==> src/inc/parallel_slave_byte_port_cfg.svh <==
`ifndef PARALLEL_SLAVE_BYTE_PORT_CFG_SVH
`define PARALLEL_SLAVE_BYTE_PORT_CFG_SVH

// ------------------------------------------------------------
// Bus widths
// ------------------------------------------------------------
`define AXI_ADDR_W        12
`define AXI_DATA_W        32

// ------------------------------------------------------------
// Register indexes, byte address is four times the index
// ------------------------------------------------------------
`define DATA_PORT_IDX     8'h08
`define STROBE_PORT_IDX   8'h09
`define IRQ_FLAGS_IDX     8'h0C
`define DATA_DIR_IDX      8'h88
`define CTRL_STATUS_IDX   8'h89
`define IRQ_ENABLES_IDX   8'h8C
`define UNMAPPED_IDX      8'hFF

// ------------------------------------------------------------
// Field positions
// ------------------------------------------------------------
`define IBF_BIT           7
`define OBF_BIT           6
`define INPUT_OVERFLOW_FLAG_BIT          5
`define MODE_BIT          4
`define SLAVE_IRQ_BIT     7
`define RD_PIN            0
`define WR_PIN            1
`define CS_PIN            2

// ------------------------------------------------------------
// Reset values
// ------------------------------------------------------------
`define DATA_DIR_RST      8'hFF
`define STROBE_DIR_RST    3'h7

// ------------------------------------------------------------
// Phase clock timing, four system clocks per instruction cycle
// ------------------------------------------------------------
`define PHASE_ONE         2'h0
`define PHASE_TWO         2'h1
`define PHASE_FOUR        2'h3

// ------------------------------------------------------------
// Bus answers
// ------------------------------------------------------------
`define RESP_OKAY         2'h0
`define RESP_SLVERR       2'h2

`endif

==> src/inc/parallel_slave_byte_port_pkg.sv <==
`include "parallel_slave_byte_port_cfg.svh"

package parallel_slave_byte_port_pkg;

  typedef enum logic [2:0] {
    SEL_NONE, SEL_DATA, SEL_STRB, SEL_FLAGS, SEL_CTRL, SEL_DIR, SEL_EN
  } reg_sel_type;

  typedef enum logic [1:0] {
    DONE_IDLE, DONE_WAIT_TWO, DONE_WAIT_FOUR
  } done_st_type;

  typedef struct packed {
    logic [1:0]            phase;
    logic [7:0]            data_meta;
    logic [7:0]            data_sync;
    logic [2:0]            strb_meta;
    logic [2:0]            strb_sync;
    logic [7:0]            data_snap;
    logic [2:0]            strb_snap;
    logic                  wr_seen;
    logic                  rd_seen;
    done_st_type           wr_done_st;
    done_st_type           rd_done_st;
    logic [7:0]            in_shadow;
    logic [7:0]            in_latch;
    logic [7:0]            out_latch;
    logic [7:0]            out_pend;
    logic                  out_pend_v;
    logic [2:0]            e_latch;
    logic [2:0]            e_pend;
    logic                  e_pend_v;
    logic [7:0]            data_dir;
    logic [2:0]            strb_dir;
    logic                  mode;
    logic                  input_full_flag;
    logic                  output_full_flag;
    logic                  input_overflow_flag;
    logic                  slave_irq_flag;
    logic                  slave_irq_en;
    logic                  aw_held;
    logic [7:0]            aw_idx;
    logic                  w_held;
    logic [7:0]            w_data;
    logic                  w_lane0;
    logic                  bvalid;
    logic [1:0]            bresp;
    logic                  rvalid;
    logic [7:0]            rdata;
    logic [1:0]            rresp;
  } port_state_type;

endpackage : parallel_slave_byte_port_pkg

==> src/logic/parallel_slave_byte_port.sv <==
// How it works
// RULE1: Mode bit set turns the data pins into an 8-bit slave data bus.
// RULE2: External processor reads and writes anytime, with no shared clock.
// RULE3: Mode reassigns three strobe pins as read, write, select inputs.
// RULE4: Two latches at one address: CPU writes outgoing, reads incoming.
// RULE5: In slave mode the data direction register is ignored.
// RULE6: External write starts when select and write are first both low.
// RULE7: Write end sets input-full and irq flag at phase four after phase two.
// RULE8: In slave mode only a CPU read of the data latch clears input-full.
// RULE9: Second write before CPU read sets the overflow flag.
// RULE10: Read start drives the outgoing latch and clears output-full at once.
// RULE11: Read end sets irq flag at phase four after next phase two.
// RULE12: Output-full stays clear until the CPU writes a new byte.
// RULE13: Outside slave mode both full flags are clear; overflow keeps value.
// RULE14: Irq flag latches until cleared; request only while enabled.
// RULE15: Port mode reads return pin levels, writes load the output latch.
// RULE16: Port writes land at cycle end; reads sample pins at cycle start.
// RULE17: Software should leave one instruction between port write and read.
// RULE18: All three strobes are active low, gated by select.
// RULE19: Strobes pass a two-stage synchroniser before any flag logic.
`include "parallel_slave_byte_port_cfg.svh"

module parallel_slave_byte_port
  import parallel_slave_byte_port_pkg::*;
(
  // Clock and reset
  input  wire logic                   clock_in,
  input  wire logic                   sys_rst_in,
  // AXI4-Lite write address and data
  input  wire logic                   s_axi_awvalid_in,
  output logic                        s_axi_awready_out,
  input  wire logic [`AXI_ADDR_W-1:0] s_axi_awaddr_in,
  input  wire logic                   s_axi_wvalid_in,
  output logic                        s_axi_wready_out,
  input  wire logic [`AXI_DATA_W-1:0] s_axi_wdata_in,
  input  wire logic [3:0]             s_axi_wstrb_in,
  // AXI4-Lite write response
  output logic                        s_axi_bvalid_out,
  input  wire logic                   s_axi_bready_in,
  output logic [1:0]                  s_axi_bresp_out,
  // AXI4-Lite read
  input  wire logic                   s_axi_arvalid_in,
  output logic                        s_axi_arready_out,
  input  wire logic [`AXI_ADDR_W-1:0] s_axi_araddr_in,
  output logic                        s_axi_rvalid_out,
  input  wire logic                   s_axi_rready_in,
  output logic [`AXI_DATA_W-1:0]      s_axi_rdata_out,
  output logic [1:0]                  s_axi_rresp_out,
  // Data pins
  input  wire logic [7:0]             data_pin_in,
  output logic [7:0]                  data_pin_out,
  output logic [7:0]                  data_pin_oe_out,
  // Strobe pins: bit 0 read, bit 1 write, bit 2 select
  input  wire logic [2:0]             strobe_pin_in,
  output logic [2:0]                  strobe_pin_out,
  output logic [2:0]                  strobe_pin_oe_out,
  // Interrupt
  output logic                        irq_out
);

  // ------------------------------------------------------------
  // Helpers
  // ------------------------------------------------------------
  function automatic reg_sel_type decode_sel(input logic [`AXI_ADDR_W-1:0] addr);
    reg_sel_type sel;
    sel = SEL_NONE;
    if (addr[1:0] == 2'h0)
    begin
      case (addr[9:2])
        `DATA_PORT_IDX:   sel = SEL_DATA;
        `STROBE_PORT_IDX: sel = SEL_STRB;
        `IRQ_FLAGS_IDX:   sel = SEL_FLAGS;
        `DATA_DIR_IDX:    sel = SEL_DIR;
        `CTRL_STATUS_IDX: sel = SEL_CTRL;
        `IRQ_ENABLES_IDX: sel = SEL_EN;
        default:          sel = SEL_NONE;
      endcase
    end
    if (addr[`AXI_ADDR_W-1:10] != '0)
    begin
      sel = SEL_NONE;
    end
    return sel;
  endfunction : decode_sel

  function automatic done_st_type advance(input done_st_type st, input logic p2, input logic p4);
    done_st_type nx;
    nx = st;
    case (st)
      DONE_IDLE:      nx = DONE_IDLE;
      DONE_WAIT_TWO:  nx = p2 ? DONE_WAIT_FOUR : DONE_WAIT_TWO;
      DONE_WAIT_FOUR: nx = p4 ? DONE_IDLE : DONE_WAIT_FOUR;
      default:        nx = DONE_IDLE;
    endcase
    return nx;
  endfunction : advance

  port_state_type s_r;
  port_state_type s_nxt;

  logic        phase_two;
  logic        phase_four;
  logic        sel_wr;
  logic        sel_rd;
  logic        wr_done;
  logic        rd_done;
  logic        do_wr;
  logic        do_rd;
  logic        cpu_rd_clr;
  reg_sel_type wsel;
  reg_sel_type rsel;

  // ------------------------------------------------------------
  // Next state
  // ------------------------------------------------------------
  always_comb
  begin
    s_nxt = s_r;
    s_nxt.phase = 2'(s_r.phase + 2'h1);
    phase_two = (s_r.phase == `PHASE_TWO);
    phase_four = (s_r.phase == `PHASE_FOUR);

    // ------------------------------------------------------------
    // Pin synchronisers
    // ------------------------------------------------------------
    // RULE2 RULE19: two-stage sync
    s_nxt.data_meta = data_pin_in;
    s_nxt.data_sync = s_r.data_meta;
    s_nxt.strb_meta = strobe_pin_in;
    s_nxt.strb_sync = s_r.strb_meta;

    // RULE16: sample at cycle start
    if (s_r.phase == `PHASE_ONE)
    begin
      s_nxt.data_snap = s_r.data_sync;
      s_nxt.strb_snap = s_r.strb_sync;
    end

    // ------------------------------------------------------------
    // Strobe decoding and completion
    // ------------------------------------------------------------
    // RULE18: active-low strobes
    sel_wr = s_r.mode & ~s_r.strb_sync[`CS_PIN] & ~s_r.strb_sync[`WR_PIN];
    sel_rd = s_r.mode & ~s_r.strb_sync[`CS_PIN] & ~s_r.strb_sync[`RD_PIN];
    s_nxt.wr_seen = sel_wr;
    s_nxt.rd_seen = sel_rd;

    // RULE6: capture while both low
    if (sel_wr)
    begin
      s_nxt.in_shadow = s_r.data_sync;
    end

    // RULE7: write completion timing
    wr_done = (s_r.wr_done_st == DONE_WAIT_FOUR) && phase_four;
    s_nxt.wr_done_st = advance(s_r.wr_done_st, phase_two, phase_four);
    if (s_r.wr_seen && !sel_wr)
    begin
      s_nxt.wr_done_st = DONE_WAIT_TWO;
    end

    // RULE11: read completion timing
    rd_done = (s_r.rd_done_st == DONE_WAIT_FOUR) && phase_four;
    s_nxt.rd_done_st = advance(s_r.rd_done_st, phase_two, phase_four);
    if (s_r.rd_seen && !sel_rd)
    begin
      s_nxt.rd_done_st = DONE_WAIT_TWO;
    end

    // ------------------------------------------------------------
    // Register bus
    // ------------------------------------------------------------
    // Write address and data are taken in either order.
    if (s_axi_awvalid_in && s_axi_awready_out)
    begin
      s_nxt.aw_held = 1'b1;
      s_nxt.aw_idx = s_axi_awaddr_in[9:2];
      // Unmapped or misaligned addresses park on an unused index, so the write is refused.
      if (decode_sel(s_axi_awaddr_in) == SEL_NONE)
      begin
        s_nxt.aw_idx = `UNMAPPED_IDX;
      end
    end
    if (s_axi_wvalid_in && s_axi_wready_out)
    begin
      s_nxt.w_held = 1'b1;
      s_nxt.w_data = s_axi_wdata_in[7:0];
      s_nxt.w_lane0 = s_axi_wstrb_in[0];
    end
    if (s_r.bvalid && s_axi_bready_in)
    begin
      s_nxt.bvalid = 1'b0;
    end
    if (s_r.rvalid && s_axi_rready_in)
    begin
      s_nxt.rvalid = 1'b0;
    end

    do_wr = s_r.aw_held & s_r.w_held & ~s_r.bvalid;
    wsel = decode_sel({2'h0, s_r.aw_idx, 2'h0});
    do_rd = s_axi_arvalid_in & s_axi_arready_out;
    rsel = decode_sel(s_axi_araddr_in);
    cpu_rd_clr = do_rd && (rsel == SEL_DATA) && s_r.mode;

    if (do_wr)
    begin
      s_nxt.aw_held = 1'b0;
      s_nxt.w_held = 1'b0;
      s_nxt.bvalid = 1'b1;
      s_nxt.bresp = (wsel == SEL_NONE) ? `RESP_SLVERR : `RESP_OKAY;
      if (s_r.w_lane0)
      begin
        case (wsel)
          SEL_DATA:
          begin
            // RULE4: CPU write loads outgoing latch
            s_nxt.out_pend = s_r.w_data;
            s_nxt.out_pend_v = 1'b1;
          end
          SEL_STRB:
          begin
            s_nxt.e_pend = s_r.w_data[2:0];
            s_nxt.e_pend_v = 1'b1;
          end
          SEL_FLAGS:
          begin
            // RULE14: write one clears
            if (s_r.w_data[`SLAVE_IRQ_BIT])
            begin
              s_nxt.slave_irq_flag = 1'b0;
            end
          end
          SEL_DIR: s_nxt.data_dir = s_r.w_data;
          SEL_CTRL:
          begin
            s_nxt.input_overflow_flag = s_r.w_data[`INPUT_OVERFLOW_FLAG_BIT];
            s_nxt.mode = s_r.w_data[`MODE_BIT];
            s_nxt.strb_dir = s_r.w_data[2:0];
          end
          SEL_EN:   s_nxt.slave_irq_en = s_r.w_data[`SLAVE_IRQ_BIT];
          default:  s_nxt.bresp = `RESP_SLVERR;
        endcase
      end
    end

    if (do_rd)
    begin
      s_nxt.rvalid = 1'b1;
      s_nxt.rresp = `RESP_OKAY;
      case (rsel)
        // RULE15: port mode returns pins
        SEL_DATA:  s_nxt.rdata = s_r.mode ? s_r.in_latch : s_r.data_snap;
        SEL_STRB:  s_nxt.rdata = {5'h00, s_r.strb_snap};
        SEL_FLAGS: s_nxt.rdata = {s_r.slave_irq_flag, 7'h00};
        SEL_DIR:   s_nxt.rdata = s_r.data_dir;
        SEL_CTRL:  s_nxt.rdata = {s_r.input_full_flag, s_r.output_full_flag, s_r.input_overflow_flag, s_r.mode, 1'b0, s_r.strb_dir};
        SEL_EN:    s_nxt.rdata = {s_r.slave_irq_en, 7'h00};
        default:
        begin
          s_nxt.rdata = 8'h00;
          s_nxt.rresp = `RESP_SLVERR;
        end
      endcase
    end

    // ------------------------------------------------------------
    // Status flags
    // ------------------------------------------------------------
    // RULE8: CPU read clears input-full
    if (cpu_rd_clr)
    begin
      s_nxt.input_full_flag = 1'b0;
    end

    // RULE10: read start clears output-full
    if (sel_rd && !s_r.rd_seen)
    begin
      s_nxt.output_full_flag = 1'b0;
    end

    // ------------------------------------------------------------
    // Deferred port writes
    // ------------------------------------------------------------
    // RULE16: port write lands at cycle end
    if (phase_four && s_r.out_pend_v)
    begin
      s_nxt.out_latch = s_r.out_pend;
      s_nxt.out_pend_v = 1'b0;
      // RULE12: only a CPU write sets output-full
      s_nxt.output_full_flag = 1'b1;
    end
    if (phase_four && s_r.e_pend_v)
    begin
      s_nxt.e_latch = s_r.e_pend;
      s_nxt.e_pend_v = 1'b0;
    end

    if (wr_done)
    begin
      s_nxt.in_latch = s_r.in_shadow;
      // RULE9: unread byte overrun
      if (s_r.input_full_flag && !cpu_rd_clr)
      begin
        s_nxt.input_overflow_flag = 1'b1;
      end
      s_nxt.input_full_flag = 1'b1;
      s_nxt.slave_irq_flag = 1'b1;
    end

    if (rd_done)
    begin
      s_nxt.slave_irq_flag = 1'b1;
    end

    // RULE13: full flags held clear outside mode
    if (!s_r.mode)
    begin
      s_nxt.input_full_flag = 1'b0;
      s_nxt.output_full_flag = 1'b0;
      s_nxt.wr_done_st = DONE_IDLE;
      s_nxt.rd_done_st = DONE_IDLE;
    end
  end

  // ------------------------------------------------------------
  // State register
  // ------------------------------------------------------------
  always_ff @(posedge clock_in)
  begin
    if (sys_rst_in)
    begin
      s_r <= '0;
      s_r.data_dir <= `DATA_DIR_RST;
      s_r.strb_dir <= `STROBE_DIR_RST;
      s_r.strb_meta <= 3'h7;
      s_r.strb_sync <= 3'h7;
      s_r.wr_done_st <= DONE_IDLE;
      s_r.rd_done_st <= DONE_IDLE;
    end
    else
    begin
      s_r <= s_nxt;
    end
  end

  // ------------------------------------------------------------
  // Outputs
  // ------------------------------------------------------------
  assign s_axi_awready_out = ~s_r.aw_held & ~s_r.bvalid;
  assign s_axi_wready_out  = ~s_r.w_held & ~s_r.bvalid;
  assign s_axi_bvalid_out  = s_r.bvalid;
  assign s_axi_bresp_out   = s_r.bresp;
  assign s_axi_arready_out = ~s_r.rvalid;
  assign s_axi_rvalid_out  = s_r.rvalid;
  assign s_axi_rdata_out   = {24'h00_0000, s_r.rdata};
  assign s_axi_rresp_out   = s_r.rresp;

  // RULE1: slave bus on data pins
  assign data_pin_out = s_r.out_latch;
  // RULE5: strobes steer the drivers
  assign data_pin_oe_out = s_r.mode ? {8{s_r.rd_seen}} : ~s_r.data_dir;

  // RULE3: strobe pins forced to inputs
  assign strobe_pin_out    = s_r.e_latch;
  assign strobe_pin_oe_out = s_r.mode ? 3'h0 : ~s_r.strb_dir;

  // ------------------------------------------------------------
  // Interrupt request
  // ------------------------------------------------------------
  // RULE14: gated interrupt request
  assign irq_out = s_r.slave_irq_flag & s_r.slave_irq_en;

endmodule : parallel_slave_byte_port

==> config.mk <==
export PLATFORM = sky130hd
export DESIGN_NAME = parallel_slave_byte_port
export DESIGN_NICKNAME = d
export VERILOG_FILES = /design/src/inc/parallel_slave_byte_port_pkg.sv /design/src/logic/parallel_slave_byte_port.sv
export VERILOG_INCLUDE_DIRS = /design/src /design/src/inc
export SDC_FILE = /design/constraint.sdc
export NUM_CORES = 1
export LEC_CHECK = 0
export BUFFER_PORTS_ARGS = -buffer_cell sky130_fd_sc_hd__buf_2
export CELL_PAD_IN_SITES_DETAIL_PLACEMENT = 0
export CELL_PAD_IN_SITES_GLOBAL_PLACEMENT = 1
export CORE_UTILIZATION = 39
export DETAILED_ROUTE_END_ITERATION = 10
export MAX_ROUTING_LAYER = met4
export PLACE_DENSITY_LB_ADDON = 0.1
export SYNTH_ARGS = -nofsm -noshare
export SYNTH_HDL_FRONTEND = slang
export SYNTH_SLANG_ARGS = --single-unit
==> constraint.sdc <==
create_clock -name clock_in -period 2.2 [get_ports clock_in]
set_input_delay 0.11 -clock clock_in [delete_from_list [all_inputs] [get_ports clock_in]]
set_output_delay 0.11 -clock clock_in [all_outputs]
set_load 0.01 [all_outputs]
# After elaboration in Yosys (flattened, before gate mapping)
# Cells that the tools add are included.
[classes]
n_addsub = 1
multipliers = 0
div_mod_pow = 0
order_cmp = 0
n_eq_ne = 36
shifts = 0
mux = 41
bitwise = 19
reduce_logical = 47
[op_table]
columns = ["op", "count"]
rows = [
  ["$eq A8 B4 Y1 const B", 9],
  ["$eq A8 B8 Y1 const B", 9],
  ["$pmux W3 S6", 3],
  ["$pmux W8 S6", 1],
  ["$mux W3", 8],
  ["$mux W8", 3],
  ["$eq A3 B3 Y1 const B", 6],
  ["$reduce_and A3 Y1", 5],
  ["$logic_and A1 B1 Y1", 14],
  ["$mux W1", 14],
  ["$mux W2", 7],
  ["$eq A3 B2 Y1 const B", 4],
  ["$reduce_bool A2 Y1", 6],
  ["$reduce_bool A3 Y1", 4],
  ["$reduce_or A6 Y1", 2],
  ["$mux W11", 1],
  ["$and A1 B1 Y1", 9],
  ["$mux W9", 1],
  ["$not A1 Y1", 8],
  ["$not A8 Y8", 1],
  ["$pmux W2 S2", 2],
  ["$reduce_or A2 Y1", 4],
  ["$eq A2 B1 Y1 const B", 3],
  ["$eq A2 B2 Y1 const B", 3],
  ["9 further kinds", 17],
]
[word_totals]
ff_bits = 131
latch_bits = 0
ram_bits = 0
romBits = 0
inputBits = 78
memories = 0

# Longest topological paths before layout
[depth]
ltp_word = 12
depth_mapped = 6
depth_no_buf = 5

# Least setup slack after synthesis
# OpenSTA, ideal clock, no wires.
[synth_timing]
path_type = "register to register"
start = "register s_r[28] in the netlist's numbering"
end = "register s_r[46] in the netlist's numbering"
t_arrival_ps = 1799
required_ps = 2070
path_slack_ps = 272
stages_incl_launch_ff = 6
n_path_buf = 1
path_cell_list = "dfxtp_1 > or4b_1 > nor4_1 > buf_2 > mux2i_1 > nand2_1"
[synth_between]
elab_chain_len = 4
word_cells_on_any_way = 9
cone_classes = "7 x eq/ne; 1 x mux; 1 x reduce/logical"
[synth_rtl]
columns = ["element", "line", "rtl"]
rows = [
  ["from (decl)", "parallel_slave_byte_port.sv:98", "port_state_type s_r;"],
  ["from (signal assigned)", "parallel_slave_byte_port.sv:342", "s_r <= s_nxt;"],
  ["$eq A8 B8 Y1 / $eq A8 B4 Y1 (equally long branches)", "parallel_slave_byte_port.sv:69", "case (addr[9:2])"],
  ["$pmux W3 S6 *", "parallel_slave_byte_port.sv:69", ""],
  ["$eq A3 B3 Y1 *", "parallel_slave_byte_port.sv:213", "case (wsel)"],
  ["$reduce_and A3 Y1 (no line) *", "n/a", ""],
]
# Every way passes the cells marked *; elsewhere a longest branch is shown, timed or not.
# A chain may end at the register's enable or synchronous reset.

# Final worst setup path
[layout_timing]
start = "register s_r[38] in the netlist's numbering"
end = "output port data_pin_oe_out[2]"
[layout_between]
elab_chain_len = 1
[layout_rtl]
columns = ["element", "line", "rtl"]
rows = [
  ["$mux W8", "parallel_slave_byte_port.sv:361", "assign data_pin_oe_out = s_r.mode ? {8{s_r.rd_seen}} : ~s_r.data_dir;"],
  ["to (decl)", "parallel_slave_byte_port.sv:52", "output logic [7:0] data_pin_oe_out,"],
]
# Every way passes these cells.

==> results.yml <==
clock_network:
  cts.sinks: 129
  cts_tree: "done"
  h-tree-depth: 4
  cts-root-buf: "clkbuf_16"
  ctsResizeCount: 0
  ctsHoldBuffers: 27
  cts_made_buffers: 17
  clock_latency_ns: 0.42
  path_clk_slew_ns: 0.05
  cts_max_path_buffers: 2
  postCtsSetupBuffers: 0
detailed_routing:
  drt_iter0_drc: 205
  drtAntennaViolNets: 0
  first_pass_iters: 4
  drt-vias-per-instance: 4.772
  vias: 4261
  route.final.wire_length_um: 12400
  wl_per_cell_um: 13.88
  drcViolationCount: 0
grt:
  grt_overflow: 0
  antenna_found_initial: 0
  met2_usage: 0.3289
  use_met3: 0.04933
  grt_pass1_wl_um: 20240
  first_global_vias: 4162
  grt_max_degree: 38
  top_usage_layer: "met2"
  met1_usage: 0.2087
  track_usage: 0.1919
floorplanning:
  dieArea_um2: 14210
  rows: 42
  fp.dieW_um: 119.2
  initial_core_util: 0.4015
  ios: 142
  core_region_area_um2: 13350
  die_h_um: 119.2
synth:
  ys_types: 50
  yosys_warnings: 0
  synthArstFlopShare: 0
  synth_edf_count: 0
  synth_cells: 611
  syn_area_um2: 5359
  ys_ff_latch: 129
  ys.flop_type: "dfxtp_1"
  synth_seq_area_share: 0.4819
  avgSynthCellArea_um2: 8.771
placed_design:
  placement.io_buffers: 88
  dp_slack_ns: 0.1836
  gp_congestion: 0.8153
  hpwl_um: 8656
  placedInstanceArea_um2: 5747
worst_hold_path:
  min_path_type: "primary input to register"
timing:
  fin_setup_tns_ns: 0
  finalHoldViolations: 0
  min_period_ns: 1.953
  tightest_slew_ns: 0.5865
  skew_ns: 0.005768
  rsz0062_at_grt: "no"
  slew_headroom: 0.6035
  setup_violations: 0
  fin_ws_ns: 0.2468
  maxSlewViolCount: 0
  fin_crit_sh: 0.8878
  max_freq_ghz: 0.5120
layout:
  area_growth_pct: 22.34
  design_area_um2: 6556
  n_fill_cell: 1341
  layout-drive-gt1-share: 0.2134
  layout.nets: 791
  insertedDiodeCount: 0
  layout_commonest_cell: "dfxtp_1"
  most-common-layout-cells: "dfxtp_1 (129), nand2_1 (108), buf_2 (88)"
pwr:
  power_switching_mw: 1.202
  leakage_nw: 2.665
  ir_worst_vdd_v: 0.0004926
  p_clk_frac: 0.476
  switching_share: 0.2228
  seqPwrFrac: 0.456
  intPower_mw: 4.193
  p_comb_frac: 0.067
  power_density_nw_per_um2: 822.8
job:
  drv_cap: 0
setup_path:
  cp_slowest_stage_delay_ns: 0.52
  endpoint_kind: "output pin"
  crit_chain: "buf_4 > nand2_1 > o21ai_0 > buf_2"
  arrival_ns: 1.84
  cp-start-kind: "register"
  crit_buf_inv: 2
  cp_top_family: "flip-flops"
  crit_required_ns: 2.09
  crit_path_top_delay_cell: "dfxtp_1"
  cp_max_fo: 20
  path_class: "register to output pin"
outcome:
  status: "finished, final reports clean"
-- cell type report --
class	count	area, um2	share of cell area
clock inverter	6	57.56	0.008779
tap	176	220.2	0.03359
sequential	129	2582	0.3939
timing repair buffer	127	800.8	0.1221
inverter	19	71.32	0.01088
multi-input combinational	412	2342	0.3573
clock buffer	24	481.7	0.07347
-- sequential cells by signal, indices dropped and copies added, names as in the netlist --
name and flops:
s_nxt 11, strobe_pin_out 3, data_pin_out 8, s_axi_bresp_out 1, s_axi_rresp_out 1, s_r 95
s_axi_bvalid_out 1, s_axi_rvalid_out 1, s_axi_rdata_out 8
-- cell usage after synthesis (all sizes together), types with 6 or more instances --
master	n	area [um2]
a21oi	57	285.3
o21ai	18	90.09
nor2	48	180.2
mux2i	34	340.3
nor2b	21	131.4
o211ai	6	45.04
ha	7	87.58
or3b	8	70.07
buf	55	384.1
clkbuf	21	78.83
nand2	108	405.4
nand3	12	60.06
inv	18	67.56
dfxtp	129	2582
or2	6	37.54
-- kinds of logic after synthesis --
kind of cell,share of synthesized area
and+or+nand+nor,0.2127
DFF,0.4819
AOI/OAI and AO/OA,0.1188
other,0.0006998
adders and majority gates,0.01634
muxes,0.06981
buffers and inverters,0.09970
-- power groups by stage --
| stage | clock [mW] | combinational (mW) | sequential, mW |
|---|---|---|---|
| floorplan | 0 | 0.259 | 2.49 |
| global placement | 0 | 0.322 | 2.51 |
| detailed placement | 0 | 0.329 | 2.51 |
| CTS | 2.64 | 0.368 | 2.46 |
| global route | 2.75 | 0.408 | 2.47 |
| finish | 2.57 | 0.364 | 2.46 |
-- metrics by stage --
step,hold slack [ns],std cells,util,power (mW)
2_1_floorplan,0.2101,636,-,2.750
3_3_place_gp,0.2937,836,0.4305,2.830
3_5_place_dp,0.2994,836,0.4305,2.840
4_1_cts,0.05433,893,0.4912,5.470
5_1_grt,0.08678,893,0.4912,5.624
6_report,0.07335,893,0.4912,5.395
-- routing by layer --
layer / vias to the layer above / part of all wire
met5: - / 0
met1: 1980 / 0.45
met3: 20 / 0.028
li1: 2186 / -
met2: 75 / 0.51
met4: 0 / 0.019
-- worst register-to-register path, cell delays in order, from the launching register on --
cell	delay (ns)
dfxtp_1	0.31
or4b_1	0.63
nor4_2	0.34
buf_4	0.20
mux2i_1	0.18
nor2_1	0.06
-- final timing paths --
path               startpoint                  to  slack [ns]  cells after the start
max                   s_r[38]  data_pin_oe_out[2]        0.25                      4
min reg2reg        s_nxt[107]            s_r[107]        0.41                      1
min          s_axi_arvalid_in  s_axi_rdata_out[6]        0.07                      4
max reg2reg           s_r[28]             s_r[53]        0.35                      5
No activity file was read; power rests on OpenSTA's default activity.
